**config.mk**
```make
export PLATFORM = sky130hd
export DESIGN_NAME = freq_level_detect
export DESIGN_NICKNAME = d
export VERILOG_FILES = /design/src/freq_level_pkg.sv /design/src/freq_level_detect.sv /design/src/level_detector.sv
export SDC_FILE = /design/constraint.sdc
export NUM_CORES = 2
export LEC_CHECK = 0
export ABC_AREA = 0
export BUFFER_PORTS_ARGS = -buffer_cell sky130_fd_sc_hd__buf_2
export CAP_MARGIN = 20
export CORE_ASPECT_RATIO = 0.5
export CORE_MARGIN = 1.5
export CORE_UTILIZATION = 50
export DETAILED_ROUTE_END_ITERATION = 8
export GPL_TIMING_DRIVEN = 0
export PLACE_DENSITY = 0.65
export REMOVE_ABC_BUFFERS = 1
export SKIP_CTS_REPAIR_TIMING = 1
export SLEW_MARGIN = 10
export SYNTH_ARGS = -nofsm -noshare
export SYNTH_HDL_FRONTEND = slang
export SYNTH_SLANG_ARGS = --single-unit
```
**constraint.sdc**
```tcl
create_clock -name clk_i -period 25.6 [get_ports clk_i]
set_input_delay 5.12 -clock clk_i [delete_from_list [all_inputs] [get_ports clk_i]]
set_output_delay 5.12 -clock clk_i [all_outputs]
set_load 0.05 [all_outputs]
```
**src/freq_level_pkg.sv**
```systemverilog
package freq_level_pkg;
  // register word indices; byte address is four times the index
  localparam logic [15:0] idx_do1_src = 16'h0A00;
  localparam logic [15:0] idx_do2_src = 16'h0A01;
  localparam logic [15:0] idx_relay_main_src = 16'h0A02;
  localparam logic [15:0] idx_relay_second_src = 16'h0A03;
  localparam logic [15:0] idx_level_a_value = 16'h0A14;
  localparam logic [15:0] idx_level_a_hyst = 16'h0A15;
  localparam logic [15:0] idx_level_b_value = 16'h0A16;
  localparam logic [15:0] idx_level_b_hyst = 16'h0A17;
  localparam logic [15:0] idx_max_freq = 16'h0A40;
  localparam logic [15:0] idx_status = 16'h0A41;
  // reset values
  localparam logic [15:0] rst_do1_src = 16'h0002;
  localparam logic [15:0] rst_do2_src = 16'h0002;
  localparam logic [15:0] rst_relay_main_src = 16'h0008;
  localparam logic [15:0] rst_relay_second_src = 16'h0000;
  localparam logic [15:0] rst_level_value = 16'h01F4;
  localparam logic [15:0] rst_hyst = 16'h0000;
  localparam logic [15:0] rst_max_freq = 16'h1388;
  // ranges and selector codes
  localparam logic [15:0] src_code_max = 16'h0023;
  localparam logic [15:0] hyst_max = 16'h03E8;
  localparam logic [15:0] code_level_a = 16'h000F;
  localparam logic [15:0] code_level_b = 16'h0010;
  // status field positions
  localparam int status_bit_a = 0;
  localparam int status_bit_b = 1;
  localparam int status_bit_falling = 2;
endpackage

```
**src/freq_level_detect.sv**
```systemverilog
module freq_level_detect
  import freq_level_pkg::*;
(
  input wire logic clk_i, // system clock, 100 MHz
  input wire logic rst_n_i, // sync reset, active low
  input wire logic [15:0] run_freq_i, // running frequency, 0.01 Hz
  input wire logic [17:0] avs_address_i, // byte address
  input wire logic avs_read_i, // read strobe
  input wire logic avs_write_i, // write strobe
  input wire logic [31:0] avs_writedata_i, // write data
  input wire logic [3:0] avs_byteenable_i, // byte lanes
  output logic [31:0] avs_readdata_o, // read data
  output logic avs_waitrequest_o, // stall
  output logic [1:0] avs_response_o, // 00 ok, 10 slave error
  output logic first_digital_output_o, // output level
  output logic first_digital_output_en_o, // this block drives it
  output logic second_digital_output_o, // output level
  output logic second_digital_output_en_o, // this block drives it
  output logic main_relay_output_o, // output level
  output logic main_relay_output_en_o, // this block drives it
  output logic second_relay_output_o, // output level
  output logic second_relay_output_en_o // this block drives it
);
  import freq_level_pkg::*;

  ////////////////////////////////////////////////////////////////////////
  typedef struct packed {
    logic [3:0][15:0] src;
    logic [15:0] level_a;
    logic [15:0] hyst_a;
    logic [15:0] level_b;
    logic [15:0] hyst_b;
    logic [15:0] max_freq;
    logic [15:0] prev_freq;
    logic falling;
    logic ack;
    logic busy;
    logic [31:0] rdata;
    logic [1:0] resp;
    logic [3:0] out;
    logic [3:0] out_en;
  } state_s;

  state_s q;
  state_s next_q;
  logic flag_a;
  logic flag_b;
  logic [15:0] widx;
  logic [15:0] wdata;
  logic hit;
  logic falling_now;
  logic [1:0] rt;

  // merge byte lanes of the low half into a 16-bit value
  function automatic logic [15:0] merge(input logic [15:0] old, input logic [31:0] d,
                                        input logic [3:0] be);
    logic [15:0] r;
    r = old;
    if (be[0]) begin
      r[7:0] = d[7:0];
    end
    if (be[1]) begin
      r[15:8] = d[15:8];
    end
    return r;
  endfunction

  // decode of a selector code; used for all four outputs
  function automatic logic [1:0] route(input logic [15:0] code, input logic fa,
                                       input logic fb);
    logic [1:0] r;
    r = 2'b00; // {enable, level}
    if (code == code_level_a) begin
      r = {1'b1, fa};
    end else if (code == code_level_b) begin
      r = {1'b1, fb};
    end
    return r;
  endfunction

  assign widx = avs_address_i[17:2];

  // direction of the current sample, so a fall into the band is seen at once
  assign falling_now = (run_freq_i < q.prev_freq) ||
    ((run_freq_i == q.prev_freq) && q.falling);

  ////////////////////////////////////////////////////////////////////////
  // two detectors share one comparator design
  level_detector u_det_a (
    .clk_i(clk_i),
    .rst_n_i(rst_n_i),
    .freq_i(run_freq_i),
    .falling_i(falling_now),
    .level_i(q.level_a),
    .hyst_i(q.hyst_a),
    .flag_o(flag_a)
  );

  level_detector u_det_b (
    .clk_i(clk_i),
    .rst_n_i(rst_n_i),
    .freq_i(run_freq_i),
    .falling_i(falling_now),
    .level_i(q.level_b),
    .hyst_i(q.hyst_b),
    .flag_o(flag_b)
  );

  ////////////////////////////////////////////////////////////////////////
  // bus slave, direction tracking and output routing
  always_comb begin
    next_q = q;
    wdata = 16'h0000;
    hit = 1'b1;
    rt = 2'b00;
    // direction register remembers the last move for a steady frequency
    next_q.prev_freq = run_freq_i;
    next_q.falling = falling_now;
    // one-cycle wait then ack; ack drops for one cycle between requests
    next_q.ack = 1'b0;
    if ((avs_read_i || avs_write_i) && !q.ack) begin
      next_q.ack = 1'b1;
      next_q.rdata = 32'h0000_0000;
      case (widx)
        idx_do1_src: wdata = merge(q.src[0], avs_writedata_i, avs_byteenable_i);
        idx_do2_src: wdata = merge(q.src[1], avs_writedata_i, avs_byteenable_i);
        idx_relay_main_src: wdata = merge(q.src[2], avs_writedata_i, avs_byteenable_i);
        idx_relay_second_src: wdata = merge(q.src[3], avs_writedata_i, avs_byteenable_i);
        idx_level_a_value: wdata = merge(q.level_a, avs_writedata_i, avs_byteenable_i);
        idx_level_a_hyst: wdata = merge(q.hyst_a, avs_writedata_i, avs_byteenable_i);
        idx_level_b_value: wdata = merge(q.level_b, avs_writedata_i, avs_byteenable_i);
        idx_level_b_hyst: wdata = merge(q.hyst_b, avs_writedata_i, avs_byteenable_i);
        idx_max_freq: wdata = merge(q.max_freq, avs_writedata_i, avs_byteenable_i);
        idx_status: wdata = 16'h0000;
        default: hit = 1'b0;
      endcase
      next_q.resp = hit ? 2'b00 : 2'b10;
      if (avs_read_i) begin
        case (widx)
          idx_do1_src: next_q.rdata = {16'h0000, q.src[0]};
          idx_do2_src: next_q.rdata = {16'h0000, q.src[1]};
          idx_relay_main_src: next_q.rdata = {16'h0000, q.src[2]};
          idx_relay_second_src: next_q.rdata = {16'h0000, q.src[3]};
          idx_level_a_value: next_q.rdata = {16'h0000, q.level_a};
          idx_level_a_hyst: next_q.rdata = {16'h0000, q.hyst_a};
          idx_level_b_value: next_q.rdata = {16'h0000, q.level_b};
          idx_level_b_hyst: next_q.rdata = {16'h0000, q.hyst_b};
          idx_max_freq: next_q.rdata = {16'h0000, q.max_freq};
          idx_status: next_q.rdata = {29'h0000_0000, q.falling, flag_b, flag_a};
          default: next_q.rdata = 32'h0000_0000;
        endcase
      end else begin
        // out-of-range values are dropped, register keeps old value
        case (widx)
          idx_do1_src, idx_do2_src, idx_relay_main_src, idx_relay_second_src: begin
            if (wdata <= src_code_max) begin
              next_q.src[widx[1:0]] = wdata;
            end
          end
          idx_level_a_value: begin
            if (wdata <= q.max_freq) begin
              next_q.level_a = wdata;
            end
          end
          idx_level_b_value: begin
            if (wdata <= q.max_freq) begin
              next_q.level_b = wdata;
            end
          end
          idx_level_a_hyst: begin
            if (wdata <= hyst_max) begin
              next_q.hyst_a = wdata;
            end
          end
          idx_level_b_hyst: begin
            if (wdata <= hyst_max) begin
              next_q.hyst_b = wdata;
            end
          end
          idx_max_freq: next_q.max_freq = wdata;
          default: next_q.ack = 1'b1;
        endcase
      end
    end
    // registered stall: high while idle, low only in the cycle after a take
    next_q.busy = !next_q.ack;
    // routing uses registered flags, so outputs lag flags by one cycle
    for (int i = 0; i < 4; i++) begin
      rt = route(q.src[i], flag_a, flag_b);
      next_q.out_en[i] = rt[1];
      next_q.out[i] = rt[0];
    end
  end

  ////////////////////////////////////////////////////////////////////////
  always_ff @(posedge clk_i) begin
    if (!rst_n_i) begin
      q <= '0;
      q.src[0] <= rst_do1_src;
      q.src[1] <= rst_do2_src;
      q.src[2] <= rst_relay_main_src;
      q.src[3] <= rst_relay_second_src;
      q.level_a <= rst_level_value;
      q.level_b <= rst_level_value;
      q.hyst_a <= rst_hyst;
      q.hyst_b <= rst_hyst;
      q.max_freq <= rst_max_freq;
      q.busy <= 1'b1;
    end else begin
      q <= next_q;
    end
  end

  assign avs_readdata_o = q.rdata;
  assign avs_waitrequest_o = q.busy;
  assign avs_response_o = q.resp;
  assign first_digital_output_o = q.out[0];
  assign first_digital_output_en_o = q.out_en[0];
  assign second_digital_output_o = q.out[1];
  assign second_digital_output_en_o = q.out_en[1];
  assign main_relay_output_o = q.out[2];
  assign main_relay_output_en_o = q.out_en[2];
  assign second_relay_output_o = q.out[3];
  assign second_relay_output_en_o = q.out_en[3];
endmodule

```
**src/level_detector.sv**
```systemverilog
module level_detector
  import freq_level_pkg::*;
(
  input wire logic clk_i, // system clock
  input wire logic rst_n_i, // sync reset, active low
  input wire logic [15:0] freq_i, // running frequency, 0.01 Hz
  input wire logic falling_i, // frequency is decreasing
  input wire logic [15:0] level_i, // detection level, 0.01 Hz
  input wire logic [15:0] hyst_i, // hysteresis, 0.1 %
  output logic flag_o // level-detect flag
);
  import freq_level_pkg::*;

  typedef struct packed {
    logic flag;
  } state_s;

  state_s q;
  state_s next_q;
  logic [31:0] prod;
  logic [15:0] lag;
  logic [15:0] release_lvl;

  // lag = level * pct / 1000, truncated
  assign prod = 32'(level_i) * 32'(hyst_i);
  // full scale of the percentage is 100.0 %, so the quotient never exceeds the level
  assign lag = 16'(prod / {16'h0000, hyst_max});
  assign release_lvl = level_i - lag;

  // set above level; release below level minus lag while falling, below level otherwise
  always_comb begin
    next_q = q;
    if (freq_i > level_i) begin
      next_q.flag = 1'b1;
    end else if (falling_i) begin
      if (freq_i < release_lvl) begin
        next_q.flag = 1'b0;
      end
    end else if (freq_i < level_i) begin
      next_q.flag = 1'b0; // rising: no lag applied
    end
    // while falling, between release and level the flag holds
  end

  always_ff @(posedge clk_i) begin
    if (!rst_n_i) begin
      q <= '0;
    end else begin
      q <= next_q;
    end
  end

  assign flag_o = q.flag;
endmodule

```
Word level (Yosys, flattened, before mapping)
Index checks and enable logic that the tools add are counted.
- memories: 0
- RAM bits: 0
- register bits after elaboration: 207
- logic and storage cells: 123
- ROM bits: 0
- latch bits: 0
- reductions and logical operators: 19
- shift operators: 0
- div/mod/pow operators: 2
- bitwise operators: 1
- eq/ne operators: 21
- $add $sub $neg: 2
- multiply operators: 2
- magnitude comparators: 12
- muxes and demuxes: 45
- operators by type and width (cell ; number):
    16-bit by 12-bit == test with 1-bit output, second input constant ; 10
    16-bit one-hot mux with 10 select lines ; 1
    8-bit two-way mux ; 18
    16-bit one-hot mux with 9 select lines ; 1
    16-bit less-than comparator ; 5
    64-bit bitwise mux ; 1
    32-bit by 10-bit divider with 32-bit output, second input constant ; 2
    16-bit by 4-bit == test with 1-bit output, second input constant ; 4
    16-bit by 5-bit == test with 1-bit output, second input constant ; 4
    16-bit by 16-bit multiplier with 32-bit output ; 2
    16-bit two-way mux ; 3
    16-bit demux with 2-bit select ; 1
    16-bit > comparator ; 2
    16-bit subtractor ; 2
    4-bit AND reduction ; 5
    2-bit two-way mux ; 9
    16-bit == test ; 1
    16-bit by 10-bit less-or-equal comparator with 1-bit output, second input constant ; 1
    16-bit less-or-equal comparator ; 1
    16-bit by 6-bit less-or-equal comparator with 1-bit output, second input constant ; 1
    1-bit two-way mux ; 11
    10-bit OR reduction ; 1
    3-bit by 1-bit inequality test with 1-bit output, second input constant ; 2
    3-bit nonzero test ; 2
    other kinds (9) ; 14

Depth between registers and ports, before layout
- depth after elaboration: 7
- gate-level depth with buffers: 117
- mapped depth without buffers: 104

Cells and area by module
Synthesis repeated with hierarchy kept, for this count alone.
- cell total of the unflattened synthesis: 5658
- area, all modules: 45324.7 µm²
- by module, submodules not included (module ; sequential area each (µm²) ; area each (µm²) ; cells each ; instances):
    level_detector (u_det_b) ; 20.0 ; 17838.4 ; 2227 ; 1
    level_detector (u_det_a) ; 20.0 ; 17613.1 ; 2285 ; 1
    freq_level_detect ; 3763.6 ; 9873.2 ; 1146 ; 1

Least setup slack after synthesis
No wires, ideal clock.
- kind: register to register
- start: reg q[104] (netlist bit)
- end: reg u_det_b.q, in the netlist u_det_b.flag_o
- data arrival time: 23464 ps
- slack: 2004 ps
- clock period less this slack: 23596 ps
- stages on the path, launching flop included: 101
- path through: dfxtp_1 > clkbuf_1 > clkbuf_1 > nand2_1 > fa_1 > inv_1 > fa_1 > inv_1 > fa_1 > inv_1 > fa_1 > fa_1 > inv_1 > fa_1 > inv_1 > ha_1 > buf_4 > nand2_1 > [... 65 more ...] > o21ai_0 > a21oi_1 > o21ai_0 > a21oi_1 > o21ai_0 > a21oi_1 > o21ai_0 > a21oi_1 > o21ai_0 > nand2b_1 > a21o_1 > a21oi_1 > xnor2_1 > xnor2_1 > ha_1 > nor2b_1 > o311ai_0 > a21oi_1
- cells in the longest elaborated chain, start to end: 6
- elaborated cells between the ends (all ways): 10
- those cells by class: 1 x add/sub; 1 x mul; 1 x div; 3 x order compare; 1 x eq/ne; 1 x mux; 2 x reduce/logical
- RTL lines (element ; line ; RTL):
    start, declared ; freq_level_detect.sv:44 ; state_s q;
    start signal, assigned ; freq_level_detect.sv:210 ; q <= next_q;
    16-bit by 16-bit multiplier with 32-bit output ; level_detector.sv:25 ; assign prod = 32'(level_i) * 32'(hyst_i);
    32-bit by 10-bit divider with 32-bit output ; level_detector.sv:27 ; assign lag = 16'(prod / {16'h0000, hyst_max});
    16-bit subtractor ; level_detector.sv:28 ; assign release_lvl = level_i - lag;
    16-bit less-than comparator ; level_detector.sv:36 ; if (freq_i < release_lvl) begin
    3-bit by 1-bit inequality test with 1-bit output (no line) ; - ;
    2-bit AND reduction (no line) ; - ;
    end signal, assigned ; level_detector.sv:49 ; q <= next_q;
    end, declared ; level_detector.sv:18 ; state_s q;
Parallel ways exist; a longest one is shown, timed or not.
A chain may end at the register's enable or synchronous reset.

Worst setup path in the final report
- start: reg q[102] (netlist bit)
- end: reg u_det_b.q, in the netlist u_det_b.flag_o
The elaborated chain is that of the path after synthesis.

==> reports/metrics.cfg <==
[pwr]
p_int_uw = 445
p_leak_uw = 0.0214
p_seq_share_pct = 46.4
switching_power_uw = 187
comb_power_share_pct = 8.3
power.share.clock_pct = 45.3
powerDensity_nw_per_um2 = 12.8
ir_drop_mv = 0.0479
switching_share_pct = 29.6

[die]
dieArea_um2 = 87700
initial_core_util_pct = 50.9
die_w_um = 417
fp-row-count = 75
die_h_um = 210
coreArea_um2 = 84400
ios = 117

[placement]
place_inst = 6354
gp_congestion = 0.984
dp_hpwl_um = 96100
io_buffer_count = 79

[timing]
worst_pin_slew_ns = 1.61
finalCritPeriodShare_pct = 98.1
setup_tns_ns = 0
clock_skew_ns = 0.0229
relSlewSlack_pct = -7.95
fmax_ghz = 0.0398
period_minus_slack_ns = 25.12
setup_viol = 0
hold_viol_final = 0
drv_slew = 11
fin_hold_ws_ns = 0.458

[global_route]
grt.total_usage_pct = 28.0
grt_pass1_vias = 38500
grt_pass1_wl_um = 203000
overflow = 0
grt_max_degree = 82
antenna_found_initial = 0

[worst_setup_path]
critPathCaptureType = register
arrival_ns = 25.45
required_ns = 25.94
crit_top_cell = fa_1
critPathTopFamily = compound AO/OA/AOI/OAI gates
critPathBufInv = 7
critPathSlowestCell = fa_1
start_kind = register
worstPathMaxFanout = 17
setup.worst_path.class = register to register
max_stage_delay_ns = 0.56
reg2reg_setup_slack_ns = 0.48

[yosys]
async_flop_share_pct = 0
synth.cell_area_um2 = 42900
synth_area_per_cell_um2 = 7.92
ys_ff_latch = 190
synth-edff-count = 0
synthFlopType = dfxtp_1
ys_seq_area_share_pct = 8.86
synth_top_area_share_pct = 18.2
syn_inst = 5418
synth.area.top_cells = fa_1, ha_1, dfxtp_1, and2_1, nand2_1
yosysWarnings = 0
synth_area_leader_cell = fa_1
ys_types = 157

[run_status]
outcome = finished, violations left
violations = capacitance limit, slew limit

[cells_and_area]
layout.nets = 6344
areaGrowthSynthToFinish_pct = 15.4
final_common_cell = inv_1
final_cell_mix = inv_1, nand2_1, fa_1
post_route_cells_drive_above_1_share_pct = 18.7
final_cells = 6677
antenna_cells = 0
fin_util_pct = 58.7

[detailed_routing]
wl_um = 134000
wl_met1_um = 58500
first_iter_violations = 3965
drc = 0
via_per_inst = 6.27
routed-via-count = 41900
dr.pass1.iters = 7
top_layer_used = met4
wl_per_cell_um = 20.1
met3_length_um = 8980
wl_met2_um = 63000
ant_nets = 0

[min_path]
hp-class = register to register

[clock_network]
cts_tree = done
cts_sinks = 190
cts-root-buf = clkbuf_16
path_clk_slew_ns = 0.08
cts.htree.levels = 4
cts_buffer_depth = 2
clkLatencyLatePin_ns = 0.47
numCtsBuffers = 17

[flow_run]
maxCapViolCount = 1

[final timing paths]
check,end,cells past startpoint,startpoint
worst max-delay path,u_det_b.flag_o,95,q[102]
worst min-delay path,avs_readdata_o[8],2,avs_readdata_o[8]
worst max register to register,u_det_b.flag_o,95,q[102]
worst min register to register,avs_readdata_o[8],2,avs_readdata_o[8]
[cells in the mapped netlist, types with 139 or more instances]
master and number:
a21oi_1 258, and2_1 376, clkbuf_1 164, dfxtp_1 190, fa_1 390, ha_1 332, inv_1 545, mux2i_1 140
nand2_1 550, nand3_1 139, nor2_1 356, o21ai_0 189, xnor2_1 148
[final cells by class]
type                    instances  area (um2)
clock buffers                  17         425
multi-input cells            4411       38600
well taps                    1116        1400
flip-flops and latches        190        4030
clock inverters                15         220
inverters                     556        2100
fillers                      7571       34800
repair buffers                372        2770
[worst register-to-register path, delay by kind of cell (launching register included)]
kind	cells	cell delay [ns]
compound gates	49	11.37
xor+xnor	2	0.57
fa+ha+maj	9	4.02
buf+inv	7	0.74
flops	1	0.38
mux	4	1.14
simple gates	24	6.73
[state kept, by name (all words and copies together) (netlist names)]
name	count
main_relay_output_o	1
avs_waitrequest_o	1
u_det_b.flag_o	1
first_digital_output_o	1
q	162
first_digital_output_en_o	1
avs_readdata_o	16
second_digital_output_o	1
second_relay_output_o	1
second_digital_output_en_o	1
avs_response_o	1
second_relay_output_en_o	1
main_relay_output_en_o	1
u_det_a.flag_o	1
[per-stage QoR]
step | cell area (um2) | total power, uW | setup slack (ns)
final | 49500 | 632 | 0.485
after global routing | 49500 | 652 | -0.397
after CTS | 44200 | 640 | -5.12
after detailed placement | 43500 | 358 | -4.93
after global placement | 43300 | 355 | -4.68
after floorplan | 41600 | 334 | 0.651
[per-layer routing]
layer / up-vias / global-route usage [%]
met5: - / 0
met4: 0 / 7.09
met3: 236 / 3.47
met2: 1674 / 46.6
met1: 20600 / 38.4
li1: 19400 / -
[power by group through the flow]
| stage | Combinational [uW] | Sequential (uW) | Clock [uW] |
|---|---|---|---|
| 2_1_floorplan | 27.9 | 306 | 0 |
| 3_3_place_gp | 49.1 | 306 | 0 |
| 3_5_place_dp | 51.6 | 306 | 0 |
| 4_1_cts | 51.8 | 299 | 289 |
| 5_1_grt | 57.7 | 293 | 301 |
| 6_report | 52.7 | 293 | 286 |
[cell families after synthesis]
kind of cell	count (synthesis)	share of synthesized area, %
buf+inv	843	8.17
simple gates	1982	23.5
fa+ha+maj	737	28.2
flops	190	8.86
mux	176	4.46
compound gates	1285	22.5
other cells	1	0.00874
xor+xnor	204	4.27
(Power assumes the default switching activity.)
